[src/ext_mem_pkg.sv]
package ext_mem_pkg;

  // ==========================================================
  // Interface configuration codes (three-bit field)
  // ==========================================================
  localparam logic [2:0] CFG_MUX_16 = 3'h1;     // Multiplexed, no bank select
  localparam logic [2:0] CFG_MUX_BANK = 3'h2;   // Multiplexed, bank select
  localparam logic [2:0] CFG_MUX_ALT = 3'h3;    // Multiplexed, no bank select
  localparam logic [2:0] CFG_NMUX_16 = 3'h5;    // Non-multiplexed, no bank select
  localparam logic [2:0] CFG_NMUX_BANK = 3'h6;  // Non-multiplexed, bank select
  localparam logic [2:0] CFG_NMUX_ALT = 3'h7;   // Non-multiplexed, no bank select

  // ==========================================================
  // Timing control layout and reset value
  // ==========================================================
  localparam int SETUP_LSB = 6;
  localparam int SETUP_W = 2;
  localparam int WIDTH_LSB = 2;
  localparam int WIDTH_W = 4;
  localparam int HOLD_LSB = 0;
  localparam int HOLD_W = 2;
  localparam logic [7:0] TIMING_RESET = 8'hff;

  // ==========================================================
  // Fixed phase lengths in system clock cycles
  // ==========================================================
  localparam logic [3:0] ADDR_CYC = 4'h2;   // Lead-in before setup
  localparam logic [3:0] TAIL_CYC = 4'h2;   // Tail after hold
  localparam int CLK_PERIOD_NS = 40;
  localparam int CAPTURE_LAG = 3;           // Pin register plus two sync stages

  typedef enum logic [1:0] {
    MODE_NONE,
    MODE_NMUX,
    MODE_MUX
  } bus_mode_e;

  // One external-move request from the core
  typedef struct packed {
    logic [7:0] data_pointer_high;  // Upper address byte
    logic [7:0] data_pointer_low;   // Lower address byte
    logic [7:0] wdata;              // Write data
    logic write;                    // 1 write, 0 read
    logic wide;                     // 1 full 16-bit address, 0 8-bit address
  } move_req_s;

  // One byte-wide port with its drive enable
  typedef struct packed {
    logic [7:0] value;
    logic [7:0] oe;
  } port_drive_s;

endpackage

[src/move_fifo.sv]
`timescale 1ns/100ps
module move_fifo #(
  parameter int WIDTH = 26,
  parameter int DEPTH = 4
) (
  input wire logic clk_i,                // System clock
  input wire logic rst_i,                // Synchronous reset, high
  input wire logic in_valid_i,           // Producer offers a word
  output logic in_ready_o,               // Room for a word
  input wire logic [WIDTH-1:0] in_data_i,  // Word pushed
  output logic out_valid_o,              // A word is waiting
  input wire logic out_ready_i,          // Consumer takes the word
  output logic [WIDTH-1:0] out_data_o    // Oldest word
);

  localparam int AW = $clog2(DEPTH);

  logic [WIDTH-1:0] mem [DEPTH];
  logic [AW-1:0] wr_ptr_q;
  logic [AW-1:0] rd_ptr_q;
  logic [AW:0] count_q;
  logic push;
  logic pop;

  // Handshakes on both sides
  assign push = in_valid_i && in_ready_o;
  assign pop = out_valid_o && out_ready_i;
  assign out_valid_o = (count_q != '0);
  assign out_data_o = mem[rd_ptr_q];

  // ==========================================================
  // Storage and pointers
  // ==========================================================
  always_ff @(posedge clk_i) begin
    if (push) begin
      mem[wr_ptr_q] <= in_data_i;
    end
  end

  always_ff @(posedge clk_i) begin
    if (rst_i) begin
      wr_ptr_q <= '0;
      rd_ptr_q <= '0;
    end else begin
      if (push) begin
        wr_ptr_q <= (wr_ptr_q == AW'(DEPTH - 1)) ? '0 : wr_ptr_q + 1'b1;
      end
      if (pop) begin
        rd_ptr_q <= (rd_ptr_q == AW'(DEPTH - 1)) ? '0 : rd_ptr_q + 1'b1;
      end
    end
  end

  // Ready is a flop so the producer never sees a combinational path
  always_ff @(posedge clk_i) begin
    if (rst_i) begin
      count_q <= '0;
      in_ready_o <= 1'b1;
    end else begin
      case ({push, pop})
        2'b10: begin
          count_q <= count_q + 1'b1;
          in_ready_o <= (count_q + 1'b1) != (AW + 1)'(DEPTH);
        end
        2'b01: begin
          count_q <= count_q - 1'b1;
          in_ready_o <= 1'b1;
        end
        default: begin
          count_q <= count_q;
        end
      endcase
    end
  end

endmodule

[src/ext_mem_bus.sv]
// Contract
// Non-multiplexed codes 101, 110, 111 run full 16-bit address moves.
// Non-multiplexed 8-bit moves skip bank select for codes 101 and 111.
// Non-multiplexed 8-bit moves use bank select only for code 110.
// Multiplexed codes 001, 010, 011 run full 16-bit address moves.
// Multiplexed 8-bit moves skip bank select for codes 001 and 011.
// Multiplexed 8-bit moves use bank select only for code 010.
// Non-multiplexed: high address on port 5, low on port 6, data on 7.
// Write strobe on pin 4.7, read strobe on 4.6, unused one idle.
// Address and control lead the strobe by 0 to 3 programmed cycles.
// Strobe stays asserted for 1 to 16 programmed cycles.
// Address and control stay 0 to 3 programmed cycles after strobe.
// Multiplexed: latch strobe high 1 to 4 cycles, then low 1 to 4.
// Write data valid 1 to 19 cycles before the write strobe ends.
// Write data stays driven 0 to 3 cycles after write strobe.
// Upper ports act as bus only during off-chip moves, else GPIO.
// Each access lasts four cycles more than setup plus width plus hold; multiplexed moves also add both latch phases.
// Shortest access is 5 cycles non-multiplexed, 7 multiplexed.
// Setup, width and hold settings reset to their maximum values.
// Multiplexed: low address on data lines while latching, then data.
// Memory drives read data only while the read strobe is low.
`timescale 1ns/100ps
module ext_mem_bus #(
  parameter int FIFO_DEPTH = 4,
  parameter logic [3:0] ALE_HIGH_CYC = 4'h1,  // Latch high time, 1 to 4
  parameter logic [3:0] ALE_LOW_CYC = 4'h1    // Latch low time, 1 to 4
) (
  input wire logic clk_i,                              // System clock
  input wire logic rst_i,                              // Synchronous reset, high
  input wire logic req_valid_i,                        // Core offers a move
  output logic req_ready_o,                            // Move queue has room
  input wire ext_mem_pkg::move_req_s req_i,            // Move request
  input wire logic [2:0] ext_mem_config_field_i,       // Interface configuration
  input wire logic [7:0] ext_mem_timing_ctrl_i,        // Setup, width, hold
  input wire logic [7:0] bank_select_i,                // Upper byte for 8-bit moves
  input wire ext_mem_pkg::port_drive_s gpio_p5_i,      // Port 5 GPIO drive
  input wire ext_mem_pkg::port_drive_s gpio_p6_i,      // Port 6 GPIO drive
  input wire ext_mem_pkg::port_drive_s gpio_p7_i,      // Port 7 GPIO drive
  input wire logic [7:0] p7_i,                         // Port 7 pin level
  output ext_mem_pkg::port_drive_s p5_o,               // Port 5 pins
  output ext_mem_pkg::port_drive_s p6_o,               // Port 6 pins
  output ext_mem_pkg::port_drive_s p7_o,               // Port 7 pins
  output logic wr_strobe_n_o,                          // Pin 4.7, active low
  output logic rd_strobe_n_o,                          // Pin 4.6, active low
  output logic addr_latch_o,                           // Address latch strobe
  output logic [7:0] rdata_o,                          // Captured read data
  output logic rdata_valid_o,                          // Read data pulse
  output logic wr_done_o,                              // Write finished pulse
  output logic cfg_err_o,                              // Move refused, bad code
  output logic busy_o                                  // Bus cycle in progress
);

  typedef enum logic [2:0] {
    ST_IDLE,
    ST_ALE_HI,
    ST_ALE_LO,
    ST_ADDR,
    ST_SETUP,
    ST_STROBE,
    ST_HOLD,
    ST_TAIL
  } bus_state_e;

  // ==========================================================
  // Helpers
  // ==========================================================
  function automatic ext_mem_pkg::bus_mode_e decode_mode(input logic [2:0] code);
    case (code)
      ext_mem_pkg::CFG_NMUX_16, ext_mem_pkg::CFG_NMUX_BANK,
      ext_mem_pkg::CFG_NMUX_ALT: decode_mode = ext_mem_pkg::MODE_NMUX;
      ext_mem_pkg::CFG_MUX_16, ext_mem_pkg::CFG_MUX_BANK,
      ext_mem_pkg::CFG_MUX_ALT: decode_mode = ext_mem_pkg::MODE_MUX;
      default: decode_mode = ext_mem_pkg::MODE_NONE;
    endcase
  endfunction

  // Bank select only for the two bank codes
  function automatic logic is_bank_code(input logic [2:0] code);
    is_bank_code = (code == ext_mem_pkg::CFG_NMUX_BANK) ||
                   (code == ext_mem_pkg::CFG_MUX_BANK);
  endfunction

  function automatic logic [3:0] field_to_count(input logic [3:0] field);
    field_to_count = (field == 4'h0) ? 4'h0 : field - 4'h1;
  endfunction

  // ==========================================================
  // Move queue
  // ==========================================================
  ext_mem_pkg::move_req_s head;
  logic head_valid;
  logic pop;

  move_fifo #(
    .WIDTH($bits(ext_mem_pkg::move_req_s)),
    .DEPTH(FIFO_DEPTH)
  ) u_queue (
    .clk_i(clk_i),
    .rst_i(rst_i),
    .in_valid_i(req_valid_i),
    .in_ready_o(req_ready_o),
    .in_data_i(req_i),
    .out_valid_o(head_valid),
    .out_ready_i(pop),
    .out_data_o(head)
  );

  // ==========================================================
  // Timing settings, set to their maximum by reset
  // ==========================================================
  logic [7:0] timing_q;
  bus_state_e state_q;
  bus_state_e state_d;
  logic [3:0] cnt_q;
  logic [3:0] cnt_d;

  // Sampled only while idle so a cycle in flight keeps its figures
  always_ff @(posedge clk_i) begin
    if (rst_i) begin
      timing_q <= ext_mem_pkg::TIMING_RESET;
    end else if (state_q == ST_IDLE) begin
      timing_q <= ext_mem_timing_ctrl_i;
    end
  end

  logic [1:0] setup_f;
  logic [3:0] width_f;
  logic [1:0] hold_f;
  assign setup_f = timing_q[ext_mem_pkg::SETUP_LSB +: ext_mem_pkg::SETUP_W];
  assign width_f = timing_q[ext_mem_pkg::WIDTH_LSB +: ext_mem_pkg::WIDTH_W];
  assign hold_f = timing_q[ext_mem_pkg::HOLD_LSB +: ext_mem_pkg::HOLD_W];

  // ==========================================================
  // Current move, latched when taken from the queue
  // ==========================================================
  ext_mem_pkg::move_req_s cur_q;
  ext_mem_pkg::bus_mode_e mode_q;
  logic bank_q;
  ext_mem_pkg::bus_mode_e head_mode;

  assign head_mode = decode_mode(ext_mem_config_field_i);
  assign pop = (state_q == ST_IDLE) && head_valid;

  always_ff @(posedge clk_i) begin
    if (rst_i) begin
      cur_q <= '0;
      mode_q <= ext_mem_pkg::MODE_NONE;
      bank_q <= 1'b0;
    end else if (pop) begin
      cur_q <= head;
      mode_q <= head_mode;
      bank_q <= is_bank_code(ext_mem_config_field_i);
    end
  end

  // ==========================================================
  // Phase sequencer
  // ==========================================================
  // Lead-in plus tail give the four fixed cycles; zero-length phases are skipped
  always_comb begin
    state_d = state_q;
    cnt_d = cnt_q;
    case (state_q)
      ST_IDLE: begin
        if (head_valid && head_mode == ext_mem_pkg::MODE_MUX) begin
          state_d = ST_ALE_HI;
          cnt_d = ALE_HIGH_CYC - 4'h1;
        end else if (head_valid && head_mode == ext_mem_pkg::MODE_NMUX) begin
          state_d = ST_ADDR;
          cnt_d = ext_mem_pkg::ADDR_CYC - 4'h1;
        end
      end
      ST_ALE_HI: begin
        if (cnt_q == 4'h0) begin
          state_d = ST_ALE_LO;
          cnt_d = ALE_LOW_CYC - 4'h1;
        end else begin
          cnt_d = cnt_q - 4'h1;
        end
      end
      ST_ALE_LO: begin
        if (cnt_q == 4'h0) begin
          state_d = ST_ADDR;
          cnt_d = ext_mem_pkg::ADDR_CYC - 4'h1;
        end else begin
          cnt_d = cnt_q - 4'h1;
        end
      end
      ST_ADDR: begin
        if (cnt_q != 4'h0) begin
          cnt_d = cnt_q - 4'h1;
        end else if (setup_f != 2'h0) begin
          state_d = ST_SETUP;
          cnt_d = field_to_count({2'h0, setup_f});
        end else begin
          state_d = ST_STROBE;
          cnt_d = width_f;
        end
      end
      ST_SETUP: begin
        if (cnt_q == 4'h0) begin
          state_d = ST_STROBE;
          cnt_d = width_f;
        end else begin
          cnt_d = cnt_q - 4'h1;
        end
      end
      ST_STROBE: begin
        if (cnt_q != 4'h0) begin
          cnt_d = cnt_q - 4'h1;
        end else if (hold_f != 2'h0) begin
          state_d = ST_HOLD;
          cnt_d = field_to_count({2'h0, hold_f});
        end else begin
          state_d = ST_TAIL;
          cnt_d = ext_mem_pkg::TAIL_CYC - 4'h1;
        end
      end
      ST_HOLD: begin
        if (cnt_q == 4'h0) begin
          state_d = ST_TAIL;
          cnt_d = ext_mem_pkg::TAIL_CYC - 4'h1;
        end else begin
          cnt_d = cnt_q - 4'h1;
        end
      end
      ST_TAIL: begin
        if (cnt_q == 4'h0) begin
          state_d = ST_IDLE;
        end else begin
          cnt_d = cnt_q - 4'h1;
        end
      end
      default: begin
        state_d = ST_IDLE;
        cnt_d = 4'h0;
      end
    endcase
  end

  always_ff @(posedge clk_i) begin
    if (rst_i) begin
      state_q <= ST_IDLE;
      cnt_q <= 4'h0;
    end else begin
      state_q <= state_d;
      cnt_q <= cnt_d;
    end
  end

  // ==========================================================
  // Pin drive, registered so every pin comes from a flop
  // ==========================================================
  logic active;
  logic data_phase;
  logic nmux;
  assign active = (state_q != ST_IDLE);
  assign nmux = (mode_q == ext_mem_pkg::MODE_NMUX);
  assign data_phase = (state_q == ST_SETUP) || (state_q == ST_STROBE) ||
                      (state_q == ST_HOLD);

  // Upper address port; 8-bit moves without bank leave it to GPIO
  always_ff @(posedge clk_i) begin
    if (rst_i) begin
      p5_o <= '0;
    end else if (active && cur_q.wide) begin
      p5_o <= '{value: cur_q.data_pointer_high, oe: 8'hff};
    end else if (active && bank_q) begin
      p5_o <= '{value: bank_select_i, oe: 8'hff};
    end else begin
      p5_o <= gpio_p5_i;
    end
  end

  // Low address port, used only without multiplexing
  always_ff @(posedge clk_i) begin
    if (rst_i) begin
      p6_o <= '0;
    end else if (active && nmux) begin
      p6_o <= '{value: cur_q.data_pointer_low, oe: 8'hff};
    end else begin
      p6_o <= gpio_p6_i;
    end
  end

  // Data port: address while latching, write data around the strobe
  always_ff @(posedge clk_i) begin
    if (rst_i) begin
      p7_o <= '0;
    end else if (!active) begin
      p7_o <= gpio_p7_i;
    end else if (state_q == ST_ALE_HI || state_q == ST_ALE_LO) begin
      p7_o <= '{value: cur_q.data_pointer_low, oe: 8'hff};
    end else if (cur_q.write && data_phase) begin
      p7_o <= '{value: cur_q.wdata, oe: 8'hff};
    end else begin
      p7_o <= '{value: 8'h00, oe: 8'h00};
    end
  end

  // Strobes; the one not in use stays high for the whole cycle
  always_ff @(posedge clk_i) begin
    if (rst_i) begin
      wr_strobe_n_o <= 1'b1;
      rd_strobe_n_o <= 1'b1;
      addr_latch_o <= 1'b0;
      busy_o <= 1'b0;
    end else begin
      wr_strobe_n_o <= !(state_q == ST_STROBE && cur_q.write);
      rd_strobe_n_o <= !(state_q == ST_STROBE && !cur_q.write);
      addr_latch_o <= (state_q == ST_ALE_HI);
      busy_o <= active || head_valid;
    end
  end

  // ==========================================================
  // Read capture
  // ==========================================================
  // Pin level passes two flops; the flag trails the strobe's last cycle
  // by the pin register plus both sync stages
  logic [7:0] p7_meta_q;
  logic [7:0] p7_sync_q;
  logic [ext_mem_pkg::CAPTURE_LAG-1:0] cap_q;

  always_ff @(posedge clk_i) begin
    if (rst_i) begin
      p7_meta_q <= 8'h00;
      p7_sync_q <= 8'h00;
    end else begin
      p7_meta_q <= p7_i;
      p7_sync_q <= p7_meta_q;
    end
  end

  always_ff @(posedge clk_i) begin
    if (rst_i) begin
      cap_q <= '0;
    end else begin
      cap_q <= {cap_q[ext_mem_pkg::CAPTURE_LAG-2:0],
                state_q == ST_STROBE && cnt_q == 4'h0 && !cur_q.write};
    end
  end

  always_ff @(posedge clk_i) begin
    if (rst_i) begin
      rdata_o <= 8'h00;
      rdata_valid_o <= 1'b0;
    end else begin
      rdata_valid_o <= cap_q[ext_mem_pkg::CAPTURE_LAG-1];
      if (cap_q[ext_mem_pkg::CAPTURE_LAG-1]) begin
        rdata_o <= p7_sync_q;
      end
    end
  end

  // ==========================================================
  // Completion and refusal pulses
  // ==========================================================
  // A move under an unmapped code is dropped without touching the pins
  always_ff @(posedge clk_i) begin
    if (rst_i) begin
      wr_done_o <= 1'b0;
      cfg_err_o <= 1'b0;
    end else begin
      wr_done_o <= (state_q == ST_TAIL) && (cnt_q == 4'h0) && cur_q.write;
      cfg_err_o <= pop && (head_mode == ext_mem_pkg::MODE_NONE);
    end
  end

endmodule

[config.mk]
export PLATFORM = sky130hd
export DESIGN_NAME = ext_mem_bus
export DESIGN_NICKNAME = d
export VERILOG_FILES = /design/src/ext_mem_pkg.sv /design/src/move_fifo.sv /design/src/ext_mem_bus.sv
export SDC_FILE = /design/constraint.sdc
export NUM_CORES = 1
export LEC_CHECK = 0
export BUFFER_PORTS_ARGS = -buffer_cell sky130_fd_sc_hd__buf_4
export CAP_MARGIN = 15
export CORE_ASPECT_RATIO = 0.8
export CORE_UTILIZATION = 50
export CTS_CLUSTER_DIAMETER = 200
export DETAILED_ROUTE_END_ITERATION = 8
export PLACE_DENSITY = 0.73
export SLEW_MARGIN = 20
export SYNTH_ARGS = -nofsm -noshare
export SYNTH_HDL_FRONTEND = slang
export SYNTH_SLANG_ARGS = --single-unit
[constraint.sdc]
create_clock -name clk_i -period 3 [get_ports clk_i]
set_input_delay 0.15 -clock clk_i [delete_from_list [all_inputs] [get_ports clk_i]]
set_output_delay 0.15 -clock clk_i [all_outputs]
set_load 0.05 [all_outputs]
==> impl_metrics.env <==
export IMPL_syn_to_final_growth_pct=37.53
export IMPL_p_int_w=0.007071
export IMPL_p_leak_nw=4.827
export IMPL_root_buffer="clkbuf_16"
export IMPL_ir_drop_v=0.0005407
export IMPL_pin_count=168
export IMPL_core_mm2=0.01738
export IMPL_port_buffers=167
export IMPL_grt_pass1_wl_um=33290
export IMPL_min_period_ns=2.465
export IMPL_p_per_area_mw_per_mm2=865.5
export IMPL_status="finished clean"
export IMPL_cts_inserted_buffers=24
export IMPL_ys_warnings_count=0
export IMPL_avgSynthCellArea_um2=12.24
export IMPL_max_cap_viol_count=0
export IMPL_h_tree_depth=1
export IMPL_clk_pin_slew_ns=0.06
export IMPL_grt_max_degree=61
export IMPL_ys_ff_latch=238
export IMPL_die_h_um=121.4
export IMPL_fin_tns_setup_ns=0
export IMPL_hp_class="in2reg"
export IMPL_synth_top_area_share_pct=35.04
export IMPL_start_kind="flip-flop"
export IMPL_grt_pass1_vias=6461
export IMPL_overflow=0
export IMPL_yosysTopAreaCell="edfxtp_1"
export IMPL_insertion_delay_ns=0.51
export IMPL_final_cell_area_mm2=0.01226
export IMPL_dpl_instance_area_mm2=0.01038
export IMPL_synth_edf_count=104
export IMPL_cts_sinks=238
export IMPL_m1WireLength_um=9202
export IMPL_drc=0
export IMPL_final_setup_viol_count=0
export IMPL_cts_tree="built"
export IMPL_ys_top_cells_by_area="edfxtp_1 35%, dfxtp_1 30%, mux4_2 6.6%"
export IMPL_yosysMostFrequentCell="dfxtp_1"
export IMPL_synth_cell_area_mm2=0.008912
export IMPL_highest_layer="met4"
export IMPL_end_kind="flip-flop"
export IMPL_postRouteWirelength_um=21450
export IMPL_seqPwrFrac_pct=39.2
export IMPL_min_path_cells=3
export IMPL_grtUsageTotal_pct=23.71
export IMPL_power_share_switching_pct=33.35
export IMPL_p_sw_w=0.003538
export IMPL_finalClockSkew_ns=0.008630
export IMPL_clk_path_buf_depth=3
export IMPL_met2_length_um=10400
export IMPL_cp_max_fo=17
export IMPL_required_ns=3.45
export IMPL_first_pass_iters=5
export IMPL_reg2reg_depth=6
export IMPL_cp_data_arrival_time_ns=2.91
export IMPL_seq_area_frac_synth_pct=65.14
export IMPL_die_w_um=151.3
export IMPL_synth_nets=844
export IMPL_synth_cells=728
export IMPL_dp_hpwl_um=12830
export IMPL_rows=43
export IMPL_drive_gt1_share_pct=25.20
export IMPL_worstMarginPinSlew_ns=0.6507
export IMPL_ant_nets=0
export IMPL_grt_setup_unrepaired="false"
export IMPL_synth_cell_types=53
export IMPL_synthFlopType="dfxtp_1"
export IMPL_max_freq_ghz=0.4057
export IMPL_drv_slew=0
export IMPL_die_area_mm2=0.01837
export IMPL_clkPwrFrac_pct=30.1
export IMPL_vias=6498
export IMPL_ys_async_sr_fraction_pct=0
export IMPL_p_total_w=0.01061
export IMPL_power_frac_comb_pct=30.7
export IMPL_hold_violations=0
export IMPL_wl_per_cell_um=17.33
export IMPL_place_congestion=0.8485
export IMPL_antenna_found_initial=1
export IMPL_avgViaCountPerCell=5.249
export IMPL_final_nets=1110
export IMPL_whs_ns=0.01654
export IMPL_met3_length_um=1352
export IMPL_synth_common_cells="134 x dfxtp_1, 118 x nand2_1, 104 x edfxtp_1, 64 x nor2_1, 62 x a21oi_1"
export IMPL_cts_resized=0
export IMPL_worst_setup_path_type="reg2reg"
export IMPL_relSlewSlack_pct=56.62
export IMPL_drtIter0Drc=520
export IMPL_initial_core_util_pct=51.29
export IMPL_fillers=1183
export IMPL_timing_final_crit_share_pct=82.16
timing repair:
item,CTS,global route
hold endpoints to repair,173,0
hold buffers,102,0
setup buffers,0,0
per-stage QoR:
step | cells | util (%) | setup WS, ns
global route | 1238 | 70.53 | 0.3981
detailed placement | 1091 | 59.71 | 0.8669
finish | 1238 | 70.53 | 0.5353
floorplan | 728 | - | 0.7992
CTS | 1237 | 70.52 | 0.5943
global placement | 1091 | 59.71 | 0.9359
cell families (layout without fill, tap and decap cells):
logic type,Yosys count,count (layout),share of synthesized area [%]
buffers and inverters,57,341,3.173
AND/OR/NAND/NOR,267,267,14.29
flip-flops,238,238,65.14
XOR/XNOR,4,4,0.3932
other,0,1,0
multiplexers,35,35,7.581
AO/OA/AOI/OAI,115,115,7.735
adder cells (fa/ha/maj),12,12,1.685
cells in the final DEF (no fill, tap or decap), drive strengths merged, types with 2 or more instances in the layout:
cell / synthesis / layout
a211oi: 3 / 3
a21oi: 62 / 62
nor2b: 21 / 21
xor2: 2 / 2
nor2: 64 / 64
edfxtp: 104 / 104
clkinv: 1 / 7
nand2: 120 / 120
o21a: 2 / 2
o41ai: 2 / 2
nor3: 9 / 9
clkbuf: 25 / 34
dlygate4sd3: 0 / 102
mux2i: 9 / 9
dfxtp: 134 / 134
o21ai: 15 / 15
a31oi: 5 / 5
ha: 12 / 12
nand3b: 11 / 11
inv: 9 / 9
o211ai: 2 / 2
a311oi: 16 / 16
nand3: 12 / 12
nand2b: 5 / 5
nor3b: 4 / 4
or3: 7 / 7
bufinv: 0 / 4
xnor2: 2 / 2
nor4b: 4 / 4
and3: 4 / 4
mux4: 26 / 26
buf: 22 / 185
a21o: 2 / 2
power by group through the flow:
stage                     clock network, W  logic, W  registers [W]
after floorplan                          0   0.00185        0.00462
after global placement                   0   0.00305        0.00421
after detailed placement                 0   0.00309        0.00422
after CTS                          0.00322   0.00325        0.00415
after global routing               0.00336   0.00353        0.00421
final                              0.00319   0.00326        0.00416
flip-flops by register name, indices dropped and copies added, names as in the netlist, 2 cells and up:
name / count
timing_q: 8
u_queue.wr_ptr_q: 2
cap_q: 3
cur_q: 26
rdata_o: 8
p5_o: 16
cnt_q: 4
p7_meta_q: 8
p6_o: 16
u_queue.mem: 104
u_queue.count_q: 3
p7_sync_q: 8
u_queue.rd_ptr_q: 2
p7_o: 16
mode_q: 2
state_q: 3
critical path, stage by stage (launching register included):
cell and delay (ns):
dfxtp_1 0.50, or3_1 0.50, buf_4 0.25, nand2_2 0.20, nand2_1 0.08, a311oi_1 0.27
dlygate4sd3_1 0.61
final timing paths:
check	start	to	slack (ns)
min	bank_select_i[1]	p5_o[9]$_SDFF_PP0_	0.02
max	state_q[2]$_SDFFE_PP0P_	p5_o[14]$_SDFF_PP0_	0.54
min reg2reg	p7_meta_q[7]$_SDFF_PP0_	p7_sync_q[7]$_SDFF_PP0_	0.43
max reg2reg	state_q[2]$_SDFFE_PP0P_	p5_o[14]$_SDFF_PP0_	0.54
routing by layer:
layer  global-route usage, %  up-vias
met1                   31.60     3078
met5                       0        -
met3                   3.947       41
li1                        -     3126
met2                   39.33      253
met4                   7.875        0
area by class of cell:
| type | instances | area (um2) | share of cell area (%) |
|---|---|---|---|
| repair buffers | 287 | 2447 | 19.97 |
| well taps | 225 | 281.5 | 2.297 |
| diodes | 1 | 2.502 | 0.02042 |
| clock inverters | 10 | 146.4 | 1.194 |
| clock buffers | 34 | 710.7 | 5.798 |
| inverters | 10 | 37.54 | 0.3062 |
| flip-flops and latches | 238 | 5807 | 47.38 |
| multi-input cells | 433 | 2824 | 23.04 |
Power figures use the tool's default switching activity.
